===== src/core/hw_config_pkg.sv =====
// constants for the hardware configuration low-field register block
// assumes a 100 MHz system clock and a 32-bit APB register bus
package hw_config_pkg;
    localparam logic [11:0] OFF_HWCFG = 12'h000;
    localparam logic [11:0] OFF_IRQ_STATUS = 12'h004;
    localparam logic [11:0] OFF_IRQ_CLEAR = 12'h008;
    localparam logic [11:0] OFF_IRQ_ENABLE = 12'h00C;
    localparam logic [11:0] OFF_EEPROM_CMD = 12'h010;
    localparam logic [11:0] OFF_STATE_IN = 12'h014;
    // field positions in the configuration word
    localparam int POS_ATTACH_POL = 8;
    localparam int POS_SUSP_SEL = 6;
    localparam int POS_SUSP_POL = 5;
    localparam int POS_PACK = 4;
    localparam int POS_ETC = 3;
    localparam int POS_LITE = 1;
    localparam int POS_FULL = 0;
    // eeprom command register: busy bit, time-out flag
    localparam int POS_EE_BUSY = 31;
    localparam int POS_EE_TO = 9;
    // status bits
    localparam int IRQ_LITE_DONE = 0;
    localparam int IRQ_FULL_DONE = 1;
    localparam int IRQ_EE_TO = 2;
    localparam logic [2:0] IRQ_RESET = 3'h0;
    // time-outs
    localparam real CLK_NS = 10.0;
    localparam real EE_TO_LONG_MS = 30.0;
    localparam real EE_TO_SHORT_US = 1.28;
    localparam int EE_TO_LONG_CYC = int'($floor(EE_TO_LONG_MS * 1.0e6 / CLK_NS));
    localparam int EE_TO_SHORT_CYC = int'($floor(EE_TO_SHORT_US * 1.0e3 / CLK_NS));
    // reset sequence lengths
    localparam logic [7:0] LITE_CYC = 8'h10;
    localparam logic [7:0] FULL_CYC = 8'h40;
    localparam logic [2:0] IMG_WORDS = 3'h4;
    typedef enum logic [1:0]
    {
        SEQ_IDLE = 2'b00,
        SEQ_LITE = 2'b01,
        SEQ_LOAD = 2'b10,
        SEQ_FULL = 2'b11
    } seq_t;
endpackage


===== src/core/hw_config_low.sv =====
// hardware configuration low fields: pin polarity/select, packing, eeprom
// time-out, lite and full soft reset sequencer, apb slave, interrupt
// assumes por on rstn; usb reset, state inputs and eeprom pins are synchronous
// Operation
// RQ1: attach pin polarity low/high by bit 8 in hsic mode, active low otherwise
// RQ2: attach pin also driven in detach mode
// RQ3: suspend select code picks asserting suspend levels
// RQ4: suspend pin polarity low/high by bit 5
// RQ5: suspend fields ignore emulation and eeprom presence
// RQ6: packing bit allows many frames per packet
// RQ7: time-out select 30 ms or 1.28 us
// RQ8: eeprom time-out sets command register flag
// RQ9: lite reset bit starts reset, self-clears
// RQ10: lite reset keeps eeprom image and phy
// RQ11: full reset bit starts reset, self-clears
// RQ12: full reset reloads eeprom into configuration
// RQ13: phy disconnected during full reset, reconnected
// RQ14: protected fields survive non-por resets when protected
// RQ15: protection shields fields from all but por
// RQ16: usb/lite reset restores image or zero
// RQ17: attach pin asserts while attempting attach
// RQ18: reserved bit 2 reads zero, ignores writes
`timescale 1ns/100ps
`default_nettype none
module hw_config_low
(
    // clock and reset
    input wire logic mclk,
    input wire logic rstn,
    // apb slave
    input wire logic psel,
    input wire logic penable,
    input wire logic pwrite,
    input wire logic [11:0] paddr,
    input wire logic [31:0] pwdata,
    output logic [31:0] prdata,
    output logic pready,
    output logic pslverr,
    // device state
    input wire logic usbReset,
    input wire logic resetProtect,
    input wire logic hsicMode,
    input wire logic attachEnable,
    input wire logic attachAttempt,
    input wire logic network_cable_detach_mode,
    input wire logic [3:0] suspendLevel,
    input wire logic eepromPresent,
    // eeprom controller handshake
    input wire logic eepromAck,
    input wire logic [7:0] eepromData,
    output logic eepromReq,
    // pins and control outputs
    output logic attachPin,
    output logic suspendPin,
    output logic multiFramePack,
    output logic phyDisconnect,
    output logic liteResetOut,
    output logic irq
);
    import hw_config_pkg::*;

    localparam int TO_W = 22;

    // configuration fields
    logic attachPol_r, attachPol_nxt;
    logic [1:0] suspSel_r, suspSel_nxt;
    logic suspPol_r, suspPol_nxt;
    logic pack_r, pack_nxt;
    logic etc_r, etc_nxt;
    // sequencer
    seq_t seq_r, seq_nxt;
    logic [7:0] cnt_r, cnt_nxt;
    logic [2:0] ld_r, ld_nxt;
    // eeprom time-out
    logic [TO_W-1:0] toCnt_r, toCnt_nxt;
    logic eeBusy_r, eeBusy_nxt;
    logic eeTo_r, eeTo_nxt;
    // interrupts
    logic [2:0] sts_r, sts_nxt;
    logic [2:0] ien_r, ien_nxt;
    // registered outputs
    logic [31:0] prdata_r, prdata_nxt;
    logic pready_r, pready_nxt;
    logic pslverr_r, pslverr_nxt;
    logic attachPin_r, attachPin_nxt;
    logic suspendPin_r, suspendPin_nxt;
    logic irq_r, irq_nxt;
    // image memory
    logic imgWr;
    logic [1:0] imgRdAddr;
    logic [7:0] imgData;

    logic wrAcc, rdAcc;
    logic [2:0] evt;

    // suspend level decode used for the pin
    function automatic logic suspActive(input logic [1:0] sel, input logic [3:0] lvl, input logic det);
        logic a;
        a = 1'b0;
        case (sel)
            2'b00: a = lvl[2];
            2'b01: a = lvl[2] | lvl[1] | det;
            2'b10: a = lvl[2] | lvl[1] | lvl[0] | det;
            default: a = |lvl | det;
        endcase
        return a;
    endfunction

    // polarity helper: active high when pol set
    function automatic logic applyPol(input logic act, input logic pol);
        return pol ? act : ~act;
    endfunction

    assign wrAcc = psel && penable && !pready_r && pwrite;
    assign rdAcc = psel && penable && !pready_r && !pwrite;

    // image holds attach pol, suspend select and suspend pol at word 0
    assign imgRdAddr = 2'h0;
    assign imgWr = (seq_r == SEQ_LOAD) && eepromAck;

    image_mem u_img
    (
        .mclk(mclk),
        .rstn(rstn),
        .wrEn(imgWr),
        .wrAddr(ld_r[1:0]),
        .wrData(eepromData),
        .rdAddr(imgRdAddr),
        .rdData(imgData)
    );

    // configuration fields, software writes and reset restores
    always_comb
    begin
        attachPol_nxt = attachPol_r;
        suspSel_nxt = suspSel_r;
        suspPol_nxt = suspPol_r;
        pack_nxt = pack_r;
        etc_nxt = etc_r;
        if (wrAcc && paddr == OFF_HWCFG)
        begin
            attachPol_nxt = pwdata[POS_ATTACH_POL];
            suspSel_nxt = pwdata[POS_SUSP_SEL +: 2];
            suspPol_nxt = pwdata[POS_SUSP_POL];
            pack_nxt = pwdata[POS_PACK]; // RQ6
            etc_nxt = pwdata[POS_ETC]; // RQ7
        end
        // a usb or lite reset restores the last image unless protected
        if ((usbReset || seq_r == SEQ_LITE) && !resetProtect) // RQ14 RQ15 RQ16
        begin
            attachPol_nxt = imgData[POS_ATTACH_POL - 4];
            suspSel_nxt = imgData[POS_SUSP_SEL - 4 +: 2];
            suspPol_nxt = imgData[POS_SUSP_POL - 4];
        end
        // full reset applies the image, freshly loaded if eeprom present, unless protected
        if (seq_r == SEQ_FULL && cnt_r == FULL_CYC && !resetProtect) // RQ12 RQ15
        begin
            attachPol_nxt = imgData[POS_ATTACH_POL - 4];
            suspSel_nxt = imgData[POS_SUSP_SEL - 4 +: 2];
            suspPol_nxt = imgData[POS_SUSP_POL - 4];
            pack_nxt = 1'b0;
            etc_nxt = 1'b0;
        end
    end

    // reset sequencer; lite path never loads eeprom nor touches the phy
    always_comb
    begin
        seq_nxt = seq_r;
        cnt_nxt = cnt_r;
        ld_nxt = ld_r;
        case (seq_r)
            SEQ_IDLE:
            begin
                cnt_nxt = 8'h00;
                ld_nxt = 3'h0;
                if (wrAcc && paddr == OFF_HWCFG && pwdata[POS_FULL]) // RQ11
                    seq_nxt = eepromPresent ? SEQ_LOAD : SEQ_FULL;
                else if (wrAcc && paddr == OFF_HWCFG && pwdata[POS_LITE]) // RQ9
                    seq_nxt = SEQ_LITE;
            end
            SEQ_LITE:
            begin
                cnt_nxt = cnt_r + 8'h01;
                if (cnt_r == LITE_CYC) // RQ10
                    seq_nxt = SEQ_IDLE;
            end
            SEQ_LOAD:
            begin
                if (eepromAck)
                    ld_nxt = ld_r + 3'h1;
                if (eepromAck && ld_r == IMG_WORDS - 3'h1) // RQ12
                    seq_nxt = SEQ_FULL;
            end
            default:
            begin
                cnt_nxt = cnt_r + 8'h01;
                if (cnt_r == FULL_CYC)
                    seq_nxt = SEQ_IDLE;
            end
        endcase
    end

    // eeprom response watchdog during image load
    always_comb
    begin
        toCnt_nxt = toCnt_r;
        eeBusy_nxt = eeBusy_r;
        eeTo_nxt = eeTo_r;
        if (seq_r == SEQ_LOAD && !eepromAck)
        begin
            eeBusy_nxt = 1'b1;
            toCnt_nxt = toCnt_r + 1'b1;
        end
        else
        begin
            eeBusy_nxt = 1'b0;
            toCnt_nxt = '0;
        end
        if (wrAcc && paddr == OFF_EEPROM_CMD && pwdata[POS_EE_TO])
            eeTo_nxt = 1'b0;
        // set beats clear when both land together
        if (evt[IRQ_EE_TO]) // RQ8
            eeTo_nxt = 1'b1;
    end

    // time-out event at selected limit
    assign evt[IRQ_EE_TO] = eeBusy_r && !eepromAck &&
        (toCnt_r == (etc_r ? TO_W'(EE_TO_SHORT_CYC) : TO_W'(EE_TO_LONG_CYC))); // RQ7
    assign evt[IRQ_LITE_DONE] = seq_r == SEQ_LITE && cnt_r == LITE_CYC;
    assign evt[IRQ_FULL_DONE] = seq_r == SEQ_FULL && cnt_r == FULL_CYC;

    // interrupt status, enable and level output
    always_comb
    begin
        sts_nxt = sts_r;
        ien_nxt = ien_r;
        if (wrAcc && paddr == OFF_IRQ_CLEAR)
            sts_nxt = sts_r & ~pwdata[2:0];
        if (wrAcc && paddr == OFF_IRQ_ENABLE)
            ien_nxt = pwdata[2:0];
        sts_nxt = sts_nxt | evt;
        irq_nxt = |(sts_r & ien_r);
    end

    // apb answers one cycle after the access phase opens
    always_comb
    begin
        pready_nxt = psel && penable && !pready_r;
        pslverr_nxt = 1'b0;
        prdata_nxt = 32'h0000_0000;
        if (psel && penable && !pready_r)
        begin
            if (paddr == OFF_HWCFG)
            begin
                prdata_nxt[POS_ATTACH_POL] = attachPol_r;
                prdata_nxt[POS_SUSP_SEL +: 2] = suspSel_r;
                prdata_nxt[POS_SUSP_POL] = suspPol_r;
                prdata_nxt[POS_PACK] = pack_r;
                prdata_nxt[POS_ETC] = etc_r;
                prdata_nxt[POS_LITE] = seq_r == SEQ_LITE; // RQ9 RQ18
                prdata_nxt[POS_FULL] = seq_r == SEQ_LOAD || seq_r == SEQ_FULL; // RQ11
            end
            else if (paddr == OFF_IRQ_STATUS)
                prdata_nxt[2:0] = sts_r;
            else if (paddr == OFF_IRQ_ENABLE)
                prdata_nxt[2:0] = ien_r;
            else if (paddr == OFF_IRQ_CLEAR)
                prdata_nxt = 32'h0000_0000;
            else if (paddr == OFF_EEPROM_CMD)
            begin
                prdata_nxt[POS_EE_BUSY] = eeBusy_r;
                prdata_nxt[POS_EE_TO] = eeTo_r;
            end
            else if (paddr == OFF_STATE_IN)
                prdata_nxt[3:0] = suspendLevel;
            else
                pslverr_nxt = 1'b1;
        end
    end

    // pins: suspend decode not gated by emulation or eeprom presence
    always_comb
    begin
        attachPin_nxt = applyPol(attachEnable && (attachAttempt || network_cable_detach_mode),
            hsicMode ? attachPol_r : 1'b0); // RQ1 RQ2 RQ17
        suspendPin_nxt = applyPol(suspActive(suspSel_r, suspendLevel, network_cable_detach_mode),
            suspPol_r); // RQ3 RQ4 RQ5
    end

    // state registers
    always_ff @(posedge mclk or negedge rstn)
    begin
        if (!rstn)
        begin
            attachPol_r <= 1'b0;
            suspSel_r <= 2'b00;
            suspPol_r <= 1'b0;
            pack_r <= 1'b0;
            etc_r <= 1'b0;
            seq_r <= SEQ_IDLE;
            cnt_r <= 8'h00;
            ld_r <= 3'h0;
            toCnt_r <= '0;
            eeBusy_r <= 1'b0;
            eeTo_r <= 1'b0;
            sts_r <= IRQ_RESET;
            ien_r <= IRQ_RESET;
            prdata_r <= 32'h0000_0000;
            pready_r <= 1'b0;
            pslverr_r <= 1'b0;
            attachPin_r <= 1'b1;
            suspendPin_r <= 1'b1;
            irq_r <= 1'b0;
        end
        else
        begin
            attachPol_r <= attachPol_nxt;
            suspSel_r <= suspSel_nxt;
            suspPol_r <= suspPol_nxt;
            pack_r <= pack_nxt;
            etc_r <= etc_nxt;
            seq_r <= seq_nxt;
            cnt_r <= cnt_nxt;
            ld_r <= ld_nxt;
            toCnt_r <= toCnt_nxt;
            eeBusy_r <= eeBusy_nxt;
            eeTo_r <= eeTo_nxt;
            sts_r <= sts_nxt;
            ien_r <= ien_nxt;
            prdata_r <= prdata_nxt;
            pready_r <= pready_nxt;
            pslverr_r <= pslverr_nxt;
            attachPin_r <= attachPin_nxt;
            suspendPin_r <= suspendPin_nxt;
            irq_r <= irq_nxt;
        end
    end

    // outputs from flops; eepromReq, phyDisconnect and liteResetOut decoded from seq_r
    assign prdata = prdata_r;
    assign pready = pready_r;
    assign pslverr = pslverr_r;
    assign attachPin = attachPin_r;
    assign suspendPin = suspendPin_r;
    assign irq = irq_r;
    assign multiFramePack = pack_r;
    assign eepromReq = seq_r == SEQ_LOAD;
    assign phyDisconnect = seq_r == SEQ_LOAD || seq_r == SEQ_FULL; // RQ13
    assign liteResetOut = seq_r == SEQ_LITE;

    // checks
    a_susp_pin: assert property (@(posedge mclk) disable iff (!rstn) // RQ3
        ##1 suspendPin == applyPol(suspActive($past(suspSel_r), $past(suspendLevel),
            $past(network_cable_detach_mode)), $past(suspPol_r)))
        else $error("suspend pin wrong");
    a_attach_pin: assert property (@(posedge mclk) disable iff (!rstn) // RQ1
        (hsicMode && attachEnable && attachAttempt) |=> attachPin == $past(attachPol_r))
        else $error("attach pin wrong");
    a_attach_det: assert property (@(posedge mclk) disable iff (!rstn) // RQ2
        (attachEnable && network_cable_detach_mode && hsicMode && attachPol_r && !wrAcc) |=> attachPin)
        else $error("attach not driven in detach");
    a_lite_end: assert property (@(posedge mclk) disable iff (!rstn) // RQ9
        (seq_r == SEQ_IDLE && wrAcc && paddr == OFF_HWCFG && pwdata[1:0] == 2'b10)
        |=> seq_r == SEQ_LITE ##[17:17] seq_r == SEQ_IDLE)
        else $error("lite reset length wrong");
    a_lite_phy: assert property (@(posedge mclk) disable iff (!rstn) // RQ10
        seq_r == SEQ_LITE |-> !phyDisconnect && !eepromReq)
        else $error("lite reset touched phy or eeprom");
    a_full_phy: assert property (@(posedge mclk) disable iff (!rstn) // RQ13
        (seq_r == SEQ_FULL && cnt_r == FULL_CYC) |=> !phyDisconnect)
        else $error("phy not reconnected");
    a_ee_flag: assert property (@(posedge mclk) disable iff (!rstn) // RQ8
        evt[IRQ_EE_TO] |=> eeTo_r && sts_r[IRQ_EE_TO])
        else $error("time-out flag not set");
    a_protect: assert property (@(posedge mclk) disable iff (!rstn) // RQ14
        (usbReset && resetProtect && !wrAcc && seq_r != SEQ_FULL) |=> $stable(suspSel_r) && $stable(suspPol_r))
        else $error("protected field changed");
    a_pack_out: assert property (@(posedge mclk) disable iff (!rstn) // RQ6
        (wrAcc && paddr == OFF_HWCFG && seq_r == SEQ_IDLE) |=> multiFramePack == $past(pwdata[POS_PACK]))
        else $error("pack bit not applied");
    a_rsvd_zero: assert property (@(posedge mclk) disable iff (!rstn) // RQ18
        (pready && paddr == OFF_HWCFG) |-> !prdata[2])
        else $error("reserved bit not zero");

    c_lite: cover property (@(posedge mclk) disable iff (!rstn) evt[IRQ_LITE_DONE]);
    c_full: cover property (@(posedge mclk) disable iff (!rstn) evt[IRQ_FULL_DONE]);
    c_eeto: cover property (@(posedge mclk) disable iff (!rstn) evt[IRQ_EE_TO]);
    c_irq: cover property (@(posedge mclk) disable iff (!rstn) $rose(irq));
endmodule
`default_nettype wire


===== src/core/image_mem.sv =====
// small memory holding the configuration image last loaded from eeprom
// assumes one clock; read data are registered
`timescale 1ns/100ps
`default_nettype none
module image_mem
(
    // clock and reset
    input wire logic mclk,
    input wire logic rstn,
    // write side
    input wire logic wrEn,
    input wire logic [1:0] wrAddr,
    input wire logic [7:0] wrData,
    // read side
    input wire logic [1:0] rdAddr,
    output logic [7:0] rdData
);
    logic [7:0] mem_r [4];
    logic [7:0] rdData_r;

    // storage; zero image until something was loaded
    always_ff @(posedge mclk or negedge rstn)
    begin
        if (!rstn)
        begin
            for (int i = 0; i < 4; i++)
                mem_r[i] <= 8'h00;
            rdData_r <= 8'h00;
        end
        else
        begin
            if (wrEn)
                mem_r[wrAddr] <= wrData;
            rdData_r <= mem_r[rdAddr];
        end
    end
    assign rdData = rdData_r;
endmodule
`default_nettype wire


===== config.mk =====
export PLATFORM = sky130hd
export DESIGN_NAME = hw_config_low
export DESIGN_NICKNAME = d
export VERILOG_FILES = /design/src/core/hw_config_pkg.sv /design/src/core/hw_config_low.sv /design/src/core/image_mem.sv
export SDC_FILE = /design/constraint.sdc
export NUM_CORES = 1
export LEC_CHECK = 0
export BUFFER_PORTS_ARGS = -buffer_cell sky130_fd_sc_hd__buf_4
export CAP_MARGIN = 30
export CORE_MARGIN = 2
export CORE_UTILIZATION = 25
export CTS_CLUSTER_SIZE = 16
export DETAILED_ROUTE_END_ITERATION = 16
export SETUP_SLACK_MARGIN = 0.5
export SYNTH_ARGS = -nofsm -noshare
export SYNTH_HDL_FRONTEND = slang
export SYNTH_SLANG_ARGS = --single-unit

===== constraint.sdc =====
create_clock -name mclk -period 2.3 [get_ports mclk]
set_clock_uncertainty 0.15 [all_clocks]
set_input_delay 0.115 -clock mclk [delete_from_list [all_inputs] [get_ports mclk]]
set_output_delay 0.115 -clock mclk [all_outputs]
set_load 0.02 [all_outputs]

==> results.md <==
* R2R Setup Slk at 460 ps
* Critical path endpoint: seq_r[1]
* Max-cap viol count at 0
* GRT met1 Usage at 0.144
* Ports at 110
* Number of global-route vias before repair at 3020
* Fillcell total at 1490
* Crit path from: cnt_r[1]
* CTS root buffer: clkbuf_16
* Drt wl/cell at 13.2 um
* DR vias/cell at 4.56
* Antenna cells at 0
* Dpl hpwl at 6070 um
* Sw Ratio at 0.318
* Final WL at 8880 um
* Initial antenna violation count at 0
* Avg Inst Size Synth at 9.95 um2
* Worst-Margin Slew at 909 ps
* First DRT Iteration DRCs at 244
* Critical path launch point type: flip-flop
* Reg2reg start: cnt_r[1]
* Die ar. at 16300 um2
* FF+latch count, synth at 73
* GR Layer Usage met2 at 0.179
* P per Cell Area at 894 nW/um2
* Count leader, synth: dfrtp_1
* Crit-path max FO at 4
* Syn Inst Count at 384
* Crit. End Element: flip-flop
* Clk sinks at 73
* Type of the worst min-delay path: in -> reg
* Clk pwr share at 0.331
* Netlist Area Pre-Place at 3820 um2
* Global-route wire length before repair at 14400 um
* Yosys cell types at 58
* Status: complete, no violations
* Worst VDD drop at 0.000359 V
* Final Critical Period at 1840 ps
* Gr busiest metal: met2
* Design Power at 0.00463 W
* Post-synth ARST share at 1.00
* Seq/Total Area, Yosys at 0.479
* P&R area growth vs syn at 35.5%
* Chip width at 128 um
* Via Count at 3081
* Leading area contributor after synthesis: dfrtp_1
* Max Transition Viols Final at 0
* WHS at 12.0 ps
* Finished Core Util at 0.343
* Drc violations at 0
* Reg area at 1830 um2
* Setup CP Type: reg -> reg
* Core Footprint at 15100 um2
* Dominant synthesized flop cell: dfrtp_1
* Largest net degree at the start of global routing at 74
* Clk slew on worst S/H paths at 60 ps
* Share of cells above drive strength 1 at 0.259
* R2R Path End: seq_r[1]
* GR Util All Layers at 0.109
* Net Sw Power at 0.00147 W
* Leak Pwr at 2.39 nW
* DIE HEIGHT at 128 um
* Final GP Congestion at 0.769
* Placed inst area at 4410 um2
* CTS tree: yes
* Commonest cells in the netlist: 71 x dfrtp_1, 35 x nor2_1, 29 x nand2_1
* Multi-input logic area at 1900 um2
* Combinational fraction of design power at 0.302
* ANT nets after route at 0
* GR Overflow Total at 0
* Post-synth EDFFs at 0
* Max Root-Sink Buffers at 2
* CTS Buf Count at 9
* Synth top area cells: dfrtp_1 46%, ha_1 4.6%, buf_4 4.3%
* Port bufs at 62
* Initial Util at 0.253
* Worst-Skew Late Latency at 340 ps
* Nets at 565
* Max H-tree Level at 3
* Critical path required time at 2410 ps
* Worst hold path cell count at 3
* Yosys warns at 0
* Post-route cell area at 5180 um2
* Arr. time, crit path at 1950 ps
* Relative slew slack at 0.394
* Area fraction of the dominant cell type after synthesis at 0.465
* Final hold violations at 0
* Placement Rows at 45
* Seq pwr share at 0.367
* Int Pwr at 0.00316 W
* Pre-Repair DR Iteration Count at 4
* Fmax at 544 MHz
* Crit share post-route at 0.799
* Met3 Track Usage GR at 0.0146
* Sum Neg Setup Slack at 0 ps
* Final setup violation count at 0
* R2R depth at 7
* RSZ-0062 raised after global routing: true
[repair_timing]
| item | in CTS | in global routing |
|---|---|---|
| endpoints found under the setup margin | 17 | 26 |
| resized for setup | 10 | 13 |
| cloned | 0 | 0 |
| endpoints found under the hold margin | 97 | 0 |
| setup buffers | 4 | 4 |
| hold buffers | 26 | 0 |
| pin swaps | 1 | 3 |
[stage by stage]
stage | cells | worst slack, ps
after global routing | 675 | 310
after floorplan | 404 | 535
after global placement | 625 | 309
final | 675 | 463
after detailed placement | 625 | 290
after CTS | 671 | 481
[power by group through the flow]
stage          logic, W  clock network (W)  registers [W]
4_1_cts         0.00131            0.00155        0.00169
2_1_floorplan  0.000808                  0        0.00168
6_report        0.00140            0.00153        0.00170
3_5_place_dp    0.00114                  0        0.00171
5_1_grt         0.00156            0.00162        0.00174
3_3_place_gp    0.00110                  0        0.00169
[cells by family after synthesis]
logic type,share of synthesized area
adder cells (fa/ha/maj),0.0458
AND/OR/NAND/NOR,0.222
buffers and inverters,0.0750
AO/OA/AOI/OAI,0.0858
other,0.000981
XOR/XNOR,0.0481
multiplexers,0.0442
flip-flops,0.479
[worst max-delay path: stages, from the launching register on]
cell and delay, ps:
dfrtp_1 400, inv_1 60, ha_1 130, nor3b_4 260
nand2_1 110, a221oi_2 300, nand2_1 160, a22oi_2 190
[final cells by class]
cell class | instances | share of cell area
multi-input combinational | 279 | 0.367
sequential | 73 | 0.353
timing repair buffer | 99 | 0.156
clock buffer | 10 | 0.0461
tap | 188 | 0.0454
clock inverter | 6 | 0.0176
inverter | 20 | 0.0145
[layout by cell type (no fill, tap or decap), types with 3 or more instances in the layout]
cell / instances
xnor2_1: 14
xor2_1: 7
mux2_2: 7
clkinvlp_4: 3
and3_1: 12
nor2b_1: 3
nand4_1: 5
conb_1: 21
dfrtp_1: 70
nor4_1: 6
or3_1: 3
clkbuf_16: 9
a21oi_1: 12
nand3_1: 13
dlygate4sd3_1: 26
nor3_1: 13
buf_4: 73
ha_1: 12
mux2i_1: 9
o21ai_0: 20
inv_1: 19
nor2_1: 35
and2_1: 8
nand2_1: 29
[worst min path at each step]
stage                     startpoint          end  slack, ps
after global placement          rstn    prdata[5]        150
after detailed placement        rstn    prdata[5]        160
after CTS                   paddr[4]      pslverr          2
after floorplan                 rstn  attachPol_r       -330
final                       paddr[4]      pslverr         10
after global routing        paddr[4]      pslverr         20
[sequential cells by signal, indices dropped and copies added, names as in the netlist, 2 cells and up]
name,count
cnt_r,8
sts_r,3
toCnt_r,22
u_img.rdData,4
seq_r,2
u_img.mem_r,4
ien_r,3
suspSel_r,2
ld_r,3
prdata,11
[metal layers]
metal,wire [um],up-vias
met5,0,-
met1,4090,1521
met2,4340,66
li1,-,1484
met3,338,10
met4,110,0
No activity file was read; power rests on OpenSTA's default activity.
